**config.mk**
```make
export PLATFORM = sky130hd
export DESIGN_NAME = peripheral_interrupt_controller
export DESIGN_NICKNAME = d
export VERILOG_FILES = /design/src/shared/pic_pkg.sv /design/src/shared/pic_if.sv /design/src/rtl/peripheral_interrupt_controller.sv /design/src/rtl/peripheral_irq_arbiter.sv /design/src/rtl/pin_sync.sv
export SDC_FILE = /design/constraint.sdc
export NUM_CORES = 1
export LEC_CHECK = 0
export ABC_AREA = 1
export BUFFER_PORTS_ARGS = -buffer_cell sky130_fd_sc_hd__clkbuf_2
export CORE_ASPECT_RATIO = 0.6
export CORE_UTILIZATION = 25
export DETAILED_ROUTE_END_ITERATION = 16
export SYNTH_ARGS = -nofsm -noshare
export SYNTH_HDL_FRONTEND = slang
export SYNTH_SLANG_ARGS = --single-unit
```
**constraint.sdc**
```tcl
create_clock -name core_clk -period 3.1 [get_ports core_clk]
set_input_delay 0.62 -clock core_clk [delete_from_list [all_inputs] [get_ports core_clk]]
set_output_delay 0.62 -clock core_clk [all_outputs]
set_load 0.01 [all_outputs]
```
**src/shared/pic_pkg.sv**
```systemverilog
// What this block does
// - peripheral reaches core only if core mask bit 9 and its source bit set
// - every source has its own mask bit, except lines zero and one, which use serial port one's; one enables, zero masks
// - writing one to force/clear bits 0..7 clears that latched core interrupt
// - writing one to force/clear bits 8..15 sets that core interrupt's pending latch
// - software interrupts come only from force/clear bits 11 and 12
// - control bits 0..2 pick edge (one) or level (zero) for lines zero..two
// - control bit 4 allows nesting; otherwise no pre-emption of a running routine
// - each source, bar lines zero and one, owns a four-word vector slot within 0x0000..0x005F
// - timer, serial port and software interrupts branch to their own slot
// - all eleven peripheral sources branch to shared vector 0x0004
// - vector register gets the requesting source's address, 0x0030..0x0058
// - with several pending, the highest-priority unmasked source is loaded
// - loaded vector holds until the processor reads it
// - no further peripheral interrupt is signalled until the vector is read
// - peripheral priority runs from 0x0030 down to 0x0058 in table order
package pic_pkg;
    localparam int N_PERIPH = 11;
    localparam int N_CORE   = 8;
    localparam int PIDX_W   = 4;
    localparam int CIDX_W   = 3;

    // register byte offsets on the bus
    localparam logic [7:0] ADR_CORE_MASK = 8'h00;
    localparam logic [7:0] ADR_FORCE_CLR = 8'h04;
    localparam logic [7:0] ADR_SENSE     = 8'h08;
    localparam logic [7:0] ADR_PMASK     = 8'h0C;
    localparam logic [7:0] ADR_PVECTOR   = 8'h10;
    localparam logic [7:0] ADR_STATUS    = 8'h14;

    // field layout
    localparam int CORE_MASK_W   = 10;
    localparam int CORE_MASK_LSB = 2;
    localparam int SENSE_W       = 5;
    localparam int SENSE_NEST    = 4;
    localparam int SENSE_EDGE0   = 0;
    localparam int SENSE_EDGE1   = 1;
    localparam int SENSE_EDGE2   = 2;
    localparam int FORCE_LSB     = 8;

    localparam logic [CORE_MASK_W-1:0] CORE_MASK_RST = 10'h000;
    localparam logic [SENSE_W-1:0]     SENSE_RST     = 5'h00;
    localparam logic [N_PERIPH-1:0]    PMASK_RST     = 11'h000;

    // core interrupt index, priority rises with the index
    localparam int CI_TIMER    = 0;
    localparam int CI_S1RX     = 1;
    localparam int CI_S1TX     = 2;
    localparam int CI_SW0      = 3;
    localparam int CI_SW1      = 4;
    localparam int CI_S0RX     = 5;
    localparam int CI_S0TX     = 6;
    localparam int CI_PERIPH   = 7;

    localparam logic [15:0] CORE_VEC [N_CORE] = '{
        16'h0028, 16'h0024, 16'h0020, 16'h001C, 16'h0018, 16'h0014, 16'h0010, 16'h0004};
    localparam logic [15:0] PVEC_BASE = 16'h0030;
    localparam logic [15:0] PVEC_STEP = 16'h0004;

    // source input index to priority position, identity by default
    typedef int unsigned prio_map_t [N_PERIPH];
    localparam prio_map_t PRIO_POS_DEFAULT = '{0, 1, 2, 3, 4, 5, 6, 7, 8, 9, 10};

    // highest set bit of a core vector: {found, index}
    function automatic logic [CIDX_W:0] top_index(input logic [N_CORE-1:0] v);
        logic [CIDX_W:0] r;
        r = '0;
        for (int i = 0; i < N_CORE; i++) begin
            if (v[i]) r = {1'b1, CIDX_W'(i)};
        end
        return r;
    endfunction

    // byte-lane merge of a bus write into a stored word
    function automatic logic [31:0] lane_merge(input logic [31:0] old, input logic [31:0] d,
                                               input logic [3:0] sel);
        logic [31:0] r;
        r = old;
        for (int b = 0; b < 4; b++) begin
            if (sel[b]) r[b*8 +: 8] = d[b*8 +: 8];
        end
        return r;
    endfunction
endpackage

```
**src/shared/pic_if.sv**
```systemverilog
`timescale 1ns/1ps
// link between the register/core logic and the peripheral arbiter
interface pic_if;
    logic [pic_pkg::N_PERIPH-1:0] req;
    logic [pic_pkg::N_PERIPH-1:0] mask;
    logic                         vec_read;
    logic                         line;
    logic [15:0]                  vector;

    modport arb (input req, input mask, input vec_read, output line, output vector);
    modport ctl (output req, output mask, output vec_read, input line, input vector);
endinterface

```
**src/rtl/peripheral_interrupt_controller.sv**
```systemverilog
`timescale 1ns/1ps
module peripheral_interrupt_controller (
    input  wire logic                         core_clk,
    input  wire logic                         rst,
    // wishbone classic slave
    input  wire logic                         wb_cyc_i,
    input  wire logic                         wb_stb_i,
    input  wire logic                         wb_we_i,
    input  wire logic [7:0]                   wb_adr_i,
    input  wire logic [3:0]                   wb_sel_i,
    input  wire logic [31:0]                  wb_dat_i,
    output logic      [31:0]                  wb_dat_o,
    output logic                              wb_ack_o,
    // event sources, one-cycle pulses on core_clk
    input  wire logic [pic_pkg::N_PERIPH-1:0] periph_event,
    input  wire logic                         timer_event,
    input  wire logic                         serial_port_zero_tx_event,
    input  wire logic                         serial_port_zero_rx_event,
    input  wire logic                         serial_port_one_tx_event,
    input  wire logic                         serial_port_one_rx_event,
    // asynchronous pins, active low
    input  wire logic                         external_line_zero_n,
    input  wire logic                         external_line_one_n,
    // program sequencer side
    input  wire logic                         return_from_interrupt,
    output logic                              core_irq_pulse,
    output logic      [15:0]                  core_irq_vector,
    output logic                              peripheral_line_to_core
);
    import pic_pkg::*;

    ////////////////////////////////////////////////////////////////////////////
    // state

    typedef struct packed {
        logic                   ack;
        logic [31:0]            rdata;
        logic [CORE_MASK_W-1:0] core_mask;
        logic [SENSE_W-1:0]     sense;
        logic [N_PERIPH-1:0]    pmask;
        logic [N_CORE-1:0]      latch;
        logic [N_CORE-1:0]      svc;
        logic [2:0]             line_prev;
        logic                   irq_pulse;
        logic [15:0]            irq_vec;
        logic                   pline;
        logic                   vec_live;
    } ctl_t;

    ctl_t              r_reg;
    ctl_t              r_next;

    pic_if             pic ();

    logic [1:0]        pins_sync;
    logic              bus_hit;
    logic              wr_now;
    logic              rd_now;
    logic [31:0]       wr_word;
    logic [31:0]       fc_word;
    logic [N_CORE-1:0] clr_bits;
    logic [N_CORE-1:0] frc_bits;
    logic [2:0]        line_act;
    logic [2:0]        line_edge;
    logic [2:0]        edge_mode;
    logic [N_CORE-1:0] set_evt;
    logic [N_CORE-1:0] level_req;
    logic [N_CORE-1:0] enabled;
    logic [N_CORE-1:0] pend;
    logic [CIDX_W:0]   win_i;
    logic [CIDX_W:0]   svc_i;
    logic [N_CORE-1:0] svc_left;
    logic [N_CORE-1:0] take_hot;
    logic              allow;

    ////////////////////////////////////////////////////////////////////////////
    // leaves

    // external lines come from pins, so they pass two flops first
    pin_sync #(
        .W (2)
    ) u_pin_sync (
        .core_clk (core_clk),
        .rst      (rst),
        .pin      ({external_line_one_n, external_line_zero_n}),
        .synced   (pins_sync)
    );

    peripheral_irq_arbiter u_arbiter (
        .core_clk (core_clk),
        .rst      (rst),
        .pic      (pic.arb)
    );

    assign pic.req  = periph_event;
    assign pic.mask = r_reg.pmask;

    ////////////////////////////////////////////////////////////////////////////
    // bus access decode

    // writes and read side effects land on the edge that sees ack high
    always_comb begin
        bus_hit      = wb_cyc_i & wb_stb_i;
        wr_now       = bus_hit & wb_we_i & r_reg.ack;
        rd_now       = bus_hit & ~wb_we_i & r_reg.ack;
        pic.vec_read = rd_now & (wb_adr_i == ADR_PVECTOR) & r_reg.vec_live; // stale capture releases nothing
        fc_word      = lane_merge(32'h0000_0000, wb_dat_i, wb_sel_i);
        clr_bits     = (wr_now && wb_adr_i == ADR_FORCE_CLR) ? fc_word[N_CORE-1:0] : '0;
        frc_bits     = (wr_now && wb_adr_i == ADR_FORCE_CLR) ? fc_word[FORCE_LSB +: N_CORE] : '0;
    end

    ////////////////////////////////////////////////////////////////////////////
    // core interrupt sources

    always_comb begin
        // lines are active low; the peripheral line is already on this clock
        line_act  = {pic.line, ~pins_sync[1], ~pins_sync[0]};
        line_edge = line_act & ~r_reg.line_prev;
        edge_mode = {r_reg.sense[SENSE_EDGE2], r_reg.sense[SENSE_EDGE1], r_reg.sense[SENSE_EDGE0]};

        set_evt            = '0;
        set_evt[CI_TIMER]  = timer_event;
        set_evt[CI_S1RX]   = serial_port_one_rx_event | (edge_mode[0] & line_edge[0]);
        set_evt[CI_S1TX]   = serial_port_one_tx_event | (edge_mode[1] & line_edge[1]);
        set_evt[CI_S0RX]   = serial_port_zero_rx_event;
        set_evt[CI_S0TX]   = serial_port_zero_tx_event;
        // all peripherals share one core entry
        set_evt[CI_PERIPH] = edge_mode[2] & line_edge[2];
        // software entries only from force bits
        set_evt[CI_SW0]    = 1'b0;
        set_evt[CI_SW1]    = 1'b0;

        // level lines request for as long as they are held
        level_req            = '0;
        level_req[CI_S1RX]   = ~edge_mode[0] & line_act[0];
        level_req[CI_S1TX]   = ~edge_mode[1] & line_act[1];
        level_req[CI_PERIPH] = ~edge_mode[2] & line_act[2];
    end

    ////////////////////////////////////////////////////////////////////////////
    // core priority and nesting

    always_comb begin
        enabled = r_reg.core_mask[CORE_MASK_LSB +: N_CORE];
        pend    = (r_reg.latch | level_req) & enabled;
        win_i   = top_index(pend);
        svc_i   = top_index(r_reg.svc);
        allow   = win_i[CIDX_W] &
                  (~svc_i[CIDX_W] | (r_reg.sense[SENSE_NEST] & (win_i[CIDX_W-1:0] > svc_i[CIDX_W-1:0])));
        take_hot = '0;
        if (allow) begin
            take_hot[win_i[CIDX_W-1:0]] = 1'b1;
        end
        // a return closes the innermost routine
        svc_left = r_reg.svc;
        if (return_from_interrupt && svc_i[CIDX_W]) begin
            svc_left[svc_i[CIDX_W-1:0]] = 1'b0;
        end
    end

    ////////////////////////////////////////////////////////////////////////////
    // next state

    always_comb begin
        r_next = r_reg;

        // bus answer: ack for one cycle, data captured with it
        r_next.ack = bus_hit & ~r_reg.ack;
        if (bus_hit && !r_reg.ack) begin
            // a vector only counts as read if the arbiter held it at capture
            r_next.vec_live = pic.line;
            unique case (wb_adr_i)
                ADR_CORE_MASK: r_next.rdata = 32'(r_reg.core_mask);
                ADR_SENSE:     r_next.rdata = 32'(r_reg.sense);
                ADR_PMASK:     r_next.rdata = 32'(r_reg.pmask);
                ADR_PVECTOR:   r_next.rdata = 32'(pic.vector);
                ADR_STATUS:    r_next.rdata = {16'h0000, r_reg.svc, r_reg.latch};
                default:       r_next.rdata = 32'h0000_0000;
            endcase
        end

        // register writes, byte lanes honoured
        wr_word = 32'h0000_0000;
        if (wr_now) begin
            unique case (wb_adr_i)
                ADR_CORE_MASK: begin
                    wr_word          = lane_merge(32'(r_reg.core_mask), wb_dat_i, wb_sel_i);
                    r_next.core_mask = wr_word[CORE_MASK_W-1:0];
                end
                ADR_SENSE: begin
                    wr_word      = lane_merge(32'(r_reg.sense), wb_dat_i, wb_sel_i);
                    r_next.sense = wr_word[SENSE_W-1:0];
                end
                ADR_PMASK: begin
                    wr_word      = lane_merge(32'(r_reg.pmask), wb_dat_i, wb_sel_i);
                    r_next.pmask = wr_word[N_PERIPH-1:0];
                end
                default: begin
                    wr_word = 32'h0000_0000;
                end
            endcase
        end

        // force latch
        // new events win over a clear in the same cycle
        r_next.latch     = (r_reg.latch & ~clr_bits & ~take_hot) | set_evt | frc_bits;
        r_next.svc       = svc_left | take_hot;
        r_next.line_prev = line_act;

        r_next.irq_pulse = allow;
        if (allow) begin
            r_next.irq_vec = CORE_VEC[win_i[CIDX_W-1:0]];
        end
        r_next.pline = pic.line;
    end

    ////////////////////////////////////////////////////////////////////////////
    // registers

    always_ff @(posedge core_clk) begin
        if (rst) begin
            r_reg           <= '0;
            r_reg.core_mask <= CORE_MASK_RST;
            r_reg.sense     <= SENSE_RST;
            r_reg.pmask     <= PMASK_RST;
        end else begin
            r_reg <= r_next;
        end
    end

    assign wb_dat_o                = r_reg.rdata;
    assign wb_ack_o                = r_reg.ack;
    assign core_irq_pulse          = r_reg.irq_pulse;
    assign core_irq_vector         = r_reg.irq_vec;
    assign peripheral_line_to_core = r_reg.pline;
endmodule // peripheral_interrupt_controller

```
**src/rtl/peripheral_irq_arbiter.sv**
```systemverilog
`timescale 1ns/1ps
module peripheral_irq_arbiter #(
    parameter pic_pkg::prio_map_t PRIO_POS = pic_pkg::PRIO_POS_DEFAULT
) (
    input  wire logic core_clk,
    input  wire logic rst,
    pic_if.arb        pic
);
    import pic_pkg::*;

    typedef struct packed {
        logic [N_PERIPH-1:0] pend;
        logic                loaded;
        logic [PIDX_W-1:0]   src;
        logic [15:0]         vec;
    } arb_t;

    arb_t                r_reg;
    arb_t                r_next;
    logic [N_PERIPH-1:0] req_pos;
    logic [N_PERIPH-1:0] live;
    logic [PIDX_W-1:0]   win;
    logic                found;

    always_comb begin
        r_next  = r_reg;
        req_pos = '0;
        for (int s = 0; s < N_PERIPH; s++) begin
            req_pos[PRIO_POS[s]] = pic.req[s];
        end
        live  = r_reg.pend & pic.mask;
        win   = '0;
        found = 1'b0;
        for (int i = N_PERIPH - 1; i >= 0; i--) begin
            if (live[i]) begin
                win   = PIDX_W'(i);
                found = 1'b1;
            end
        end
        if (pic.vec_read && r_reg.loaded) begin
            r_next.loaded          = 1'b0;
            r_next.pend[r_reg.src] = 1'b0;
        end else if (!r_reg.loaded && found) begin
            r_next.loaded = 1'b1;
            r_next.src    = win;
            r_next.vec    = PVEC_BASE + PVEC_STEP * 16'(win);
        end
        // a request in the release cycle stays pending
        r_next.pend = r_next.pend | req_pos;
    end

    always_ff @(posedge core_clk) begin
        if (rst) begin
            r_reg <= '0;
        end else begin
            r_reg <= r_next;
        end
    end

    assign pic.line   = r_reg.loaded;
    assign pic.vector = r_reg.vec;
endmodule // peripheral_irq_arbiter

```
**src/rtl/pin_sync.sv**
```systemverilog
`timescale 1ns/1ps
module pin_sync #(
    parameter int W = 2
) (
    input  wire logic         core_clk,
    input  wire logic         rst,
    input  wire logic [W-1:0] pin,
    output logic      [W-1:0] synced
);
    typedef struct packed {
        logic [W-1:0] s1;
        logic [W-1:0] s2;
    } sync_t;

    sync_t r_reg;
    sync_t r_next;

    // first stage feeds only the second; lines idle high
    always_comb begin
        r_next    = r_reg;
        r_next.s1 = pin;
        r_next.s2 = r_reg.s1;
    end

    always_ff @(posedge core_clk) begin
        if (rst) begin
            r_reg <= '1;
        end else begin
            r_reg <= r_next;
        end
    end

    assign synced = r_reg.s2;
endmodule // pin_sync

```
==> results.sh <==
export IMPL_worst_setup_path_start_kind="register"
export IMPL_gp_congestion=0.8894
export IMPL_core_area_um2=18210
export IMPL_synth_area_um2=4696
export IMPL_fin_crit_sh_pct=80.59
export IMPL_clock_sinks=91
export IMPL_first_pass_iters=5
export IMPL_fin_crit_ns=2.498
export IMPL_setup_tns_final_ns=0
export IMPL_ctsHoldBuffers=0
export IMPL_drcViolationCount=0
export IMPL_seq_area_um2=1822
export IMPL_numCtsBuffers=9
export IMPL_avgRoutedWirePerCell_um=14.06
export IMPL_die_w_um=178.9
export IMPL_cts_setup_buffers=0
export IMPL_synth_area_top_cells="dfxtp_1, nand2_1, buf_4"
export IMPL_dpl_hpwl_um=11080
export IMPL_powerDensity_nw_per_um2=476.0
export IMPL_async_flop_share_pct=0
export IMPL_max_vdd_ir_drop_mv=0.2332
export IMPL_drive_above_1_share_pct=17.44
export IMPL_antenna_found_initial=1
export IMPL_largest_reg_flops=24
export IMPL_synth_seq_cells=91
export IMPL_power_frac_clock_pct=46.3
export IMPL_fp_dieH_um=108.2
export IMPL_grt_max_degree=51
export IMPL_r2r_cells=17
export IMPL_die_area_um2=19350
export IMPL_endpoint_kind="register"
export IMPL_fin_nets=803
export IMPL_worst_path_max_fanout=4
export IMPL_insertion_delay_ns=0.34
export IMPL_grt_first_pass_wirelength_um=21140
export IMPL_ys_flop_type="dfxtp_1"
export IMPL_detail_route_iter0_violations=413
export IMPL_fillers=2016
export IMPL_clockBufferDepth=2
export IMPL_yosysUniqueCellTypes=37
export IMPL_combinationalPowerShare_pct=6.2
export IMPL_synth_top_cell_area_share_pct=38.80
export IMPL_routed_wl_um=13700
export IMPL_cts_resized=0
export IMPL_p_int_uw=1957
export IMPL_outcome="complete, no violations"
export IMPL_multi_input_area_um2=2207
export IMPL_holdPathStages=1
export IMPL_pwr_share_seq_pct=47.5
export IMPL_area_growth_pct=13.83
export IMPL_ant_nets=0
export IMPL_max_cap_violations=0
export IMPL_max_freq_mhz=400.3
export IMPL_synth_edff_count=0
export IMPL_synth_common_cells="nand2_1, dfxtp_1, inv_1, a21oi_1"
export IMPL_cts_tree="yes"
export IMPL_viasPerCell=4.497
export IMPL_synth_top_area_cell="dfxtp_1"
export IMPL_dp_cells=958
export IMPL_clkTransAtPathRegs_ns=0.07
export IMPL_avgSynthCellArea_um2=6.916
export IMPL_switchingPower_uw=587.2
export IMPL_ios=119
export IMPL_setup_violations=0
export IMPL_hold_path_class="reg2reg"
export IMPL_required_ns=3.31
export IMPL_maxSlewHeadroom_pct=48.41
export IMPL_tightest_slew_ns=0.7730
export IMPL_power_leakage_uw=0.002491
export IMPL_fin_cells=975
export IMPL_p_sw_share_pct=23.08
export IMPL_cts_root_buf="clkbuf_16"
export IMPL_ys_seq_area_share_pct=38.80
export IMPL_synth_most_common_cell="nand2_1"
export IMPL_synthCells=679
export IMPL_slew_violations=0
export IMPL_fin_skew_ns=0.008301
export IMPL_hold_viol=0
export IMPL_ctsHtreeMaxLevel=3
export IMPL_start_util_pct=25.79
export IMPL_path_class="reg2reg"
export IMPL_grt_pass1_vias=3756
export IMPL_grt_overflow_total=0
export IMPL_dr_total_vias=4385
export IMPL_num_rows=38
export IMPL_arrival_ns=2.71
export IMPL_ys_warn_count=0
export IMPL_rsz0062_at_grt="false"
export IMPL_port_buffers=72
export IMPL_track_usage_pct=14.66
layout by cell type (no fill, tap or decap), drive strengths merged:
cell type,instances
xor2,1
o211ai,1
nor2,80
dfxtp,91
conb,28
o22ai,2
a211oi,2
clkinvlp,2
clkbuf,82
buf,4
o21bai,3
and2,1
bufinv,2
inv,80
nor3,5
nand3b,1
clkinv,3
a21boi,2
a31oi,2
diode,1
ha,6
a21oi,73
o21ai,69
nand3,19
nand2,163
nand4,7
or2,4
o21a,1
path summary, 6_finish.rpt:
path | from | to | slack (ns)
setup / recovery | r_reg[32] | r_reg[30] | 0.60
hold reg to reg | u_pin_sync.r_next[0] | u_pin_sync.synced[0] | 0.41
hold / removal | u_pin_sync.r_next[0] | u_pin_sync.synced[0] | 0.41
setup reg to reg | r_reg[32] | r_reg[30] | 0.60
power groups by stage:
stage	Combinational (uW)	Clock [uW]	Sequential, uW
5_1_grt	177	1250	1210
6_report	157	1180	1210
3_3_place_gp	154	0	1240
3_5_place_dp	157	0	1240
4_1_cts	157	1200	1210
2_1_floorplan	124	0	1230
per-layer routing:
layer	global-route usage (%)	up-vias	wire length, um
met5	0	-	0
met2	18.84	186	4982
met3	4.184	13	1408
met4	2.724	0	101
li1	-	2200	-
met1	23.20	1986	7212
cell type report:
| cell class | instances | share of cell area [%] |
|---|---|---|
| clock inverter | 6 | 1.662 |
| inverter | 81 | 5.712 |
| timing repair buffer | 76 | 7.303 |
| antenna | 1 | 0.04682 |
| sequential | 91 | 34.08 |
| clock buffer | 10 | 4.284 |
| tap | 240 | 5.618 |
| multi-input combinational | 470 | 41.29 |
critical path, cell delays in order (launching register included):
cell and delay, ns:
dfxtp_1 0.31, inv_1 0.08, o21ai_0 0.14, a21boi_2 0.21
inv_1 0.08, a21oi_1 0.18, inv_1 0.10, ha_1 0.31
nand3_1 0.09, nand2_1 0.05, inv_1 0.05, nand2_1 0.05
nand2_2 0.10, nand4_1 0.15, inv_1 0.12, nand2_1 0.14
a21oi_1 0.16, nor2_1 0.05
through the flow:
stage / cell area, um^2 / setup WS [ns] / power [uW] / utilization, % / hold WS (ns)
after global placement: 5025 / 0.7204 / 1390 / 27.59 / 0.3919
after global routing: 5343 / 0.3192 / 2635 / 29.34 / 0.4208
after floorplan: 4797 / 1.104 / 1355 / - / 0.3895
after CTS: 5343 / 0.6373 / 2567 / 29.34 / 0.4090
final: 5345 / 0.6019 / 2544 / 29.35 / 0.4101
after detailed placement: 5025 / 0.6514 / 1393 / 27.59 / 0.3929
kinds of logic after synthesis:
family	share of synthesized area, %
compound gates	17.45
xor+xnor	0.1866
fa+ha+maj	1.599
buf+inv	16.36
flops	38.80
other cells	0.07986
simple gates	25.53
Power figures use the tool's default switching activity.
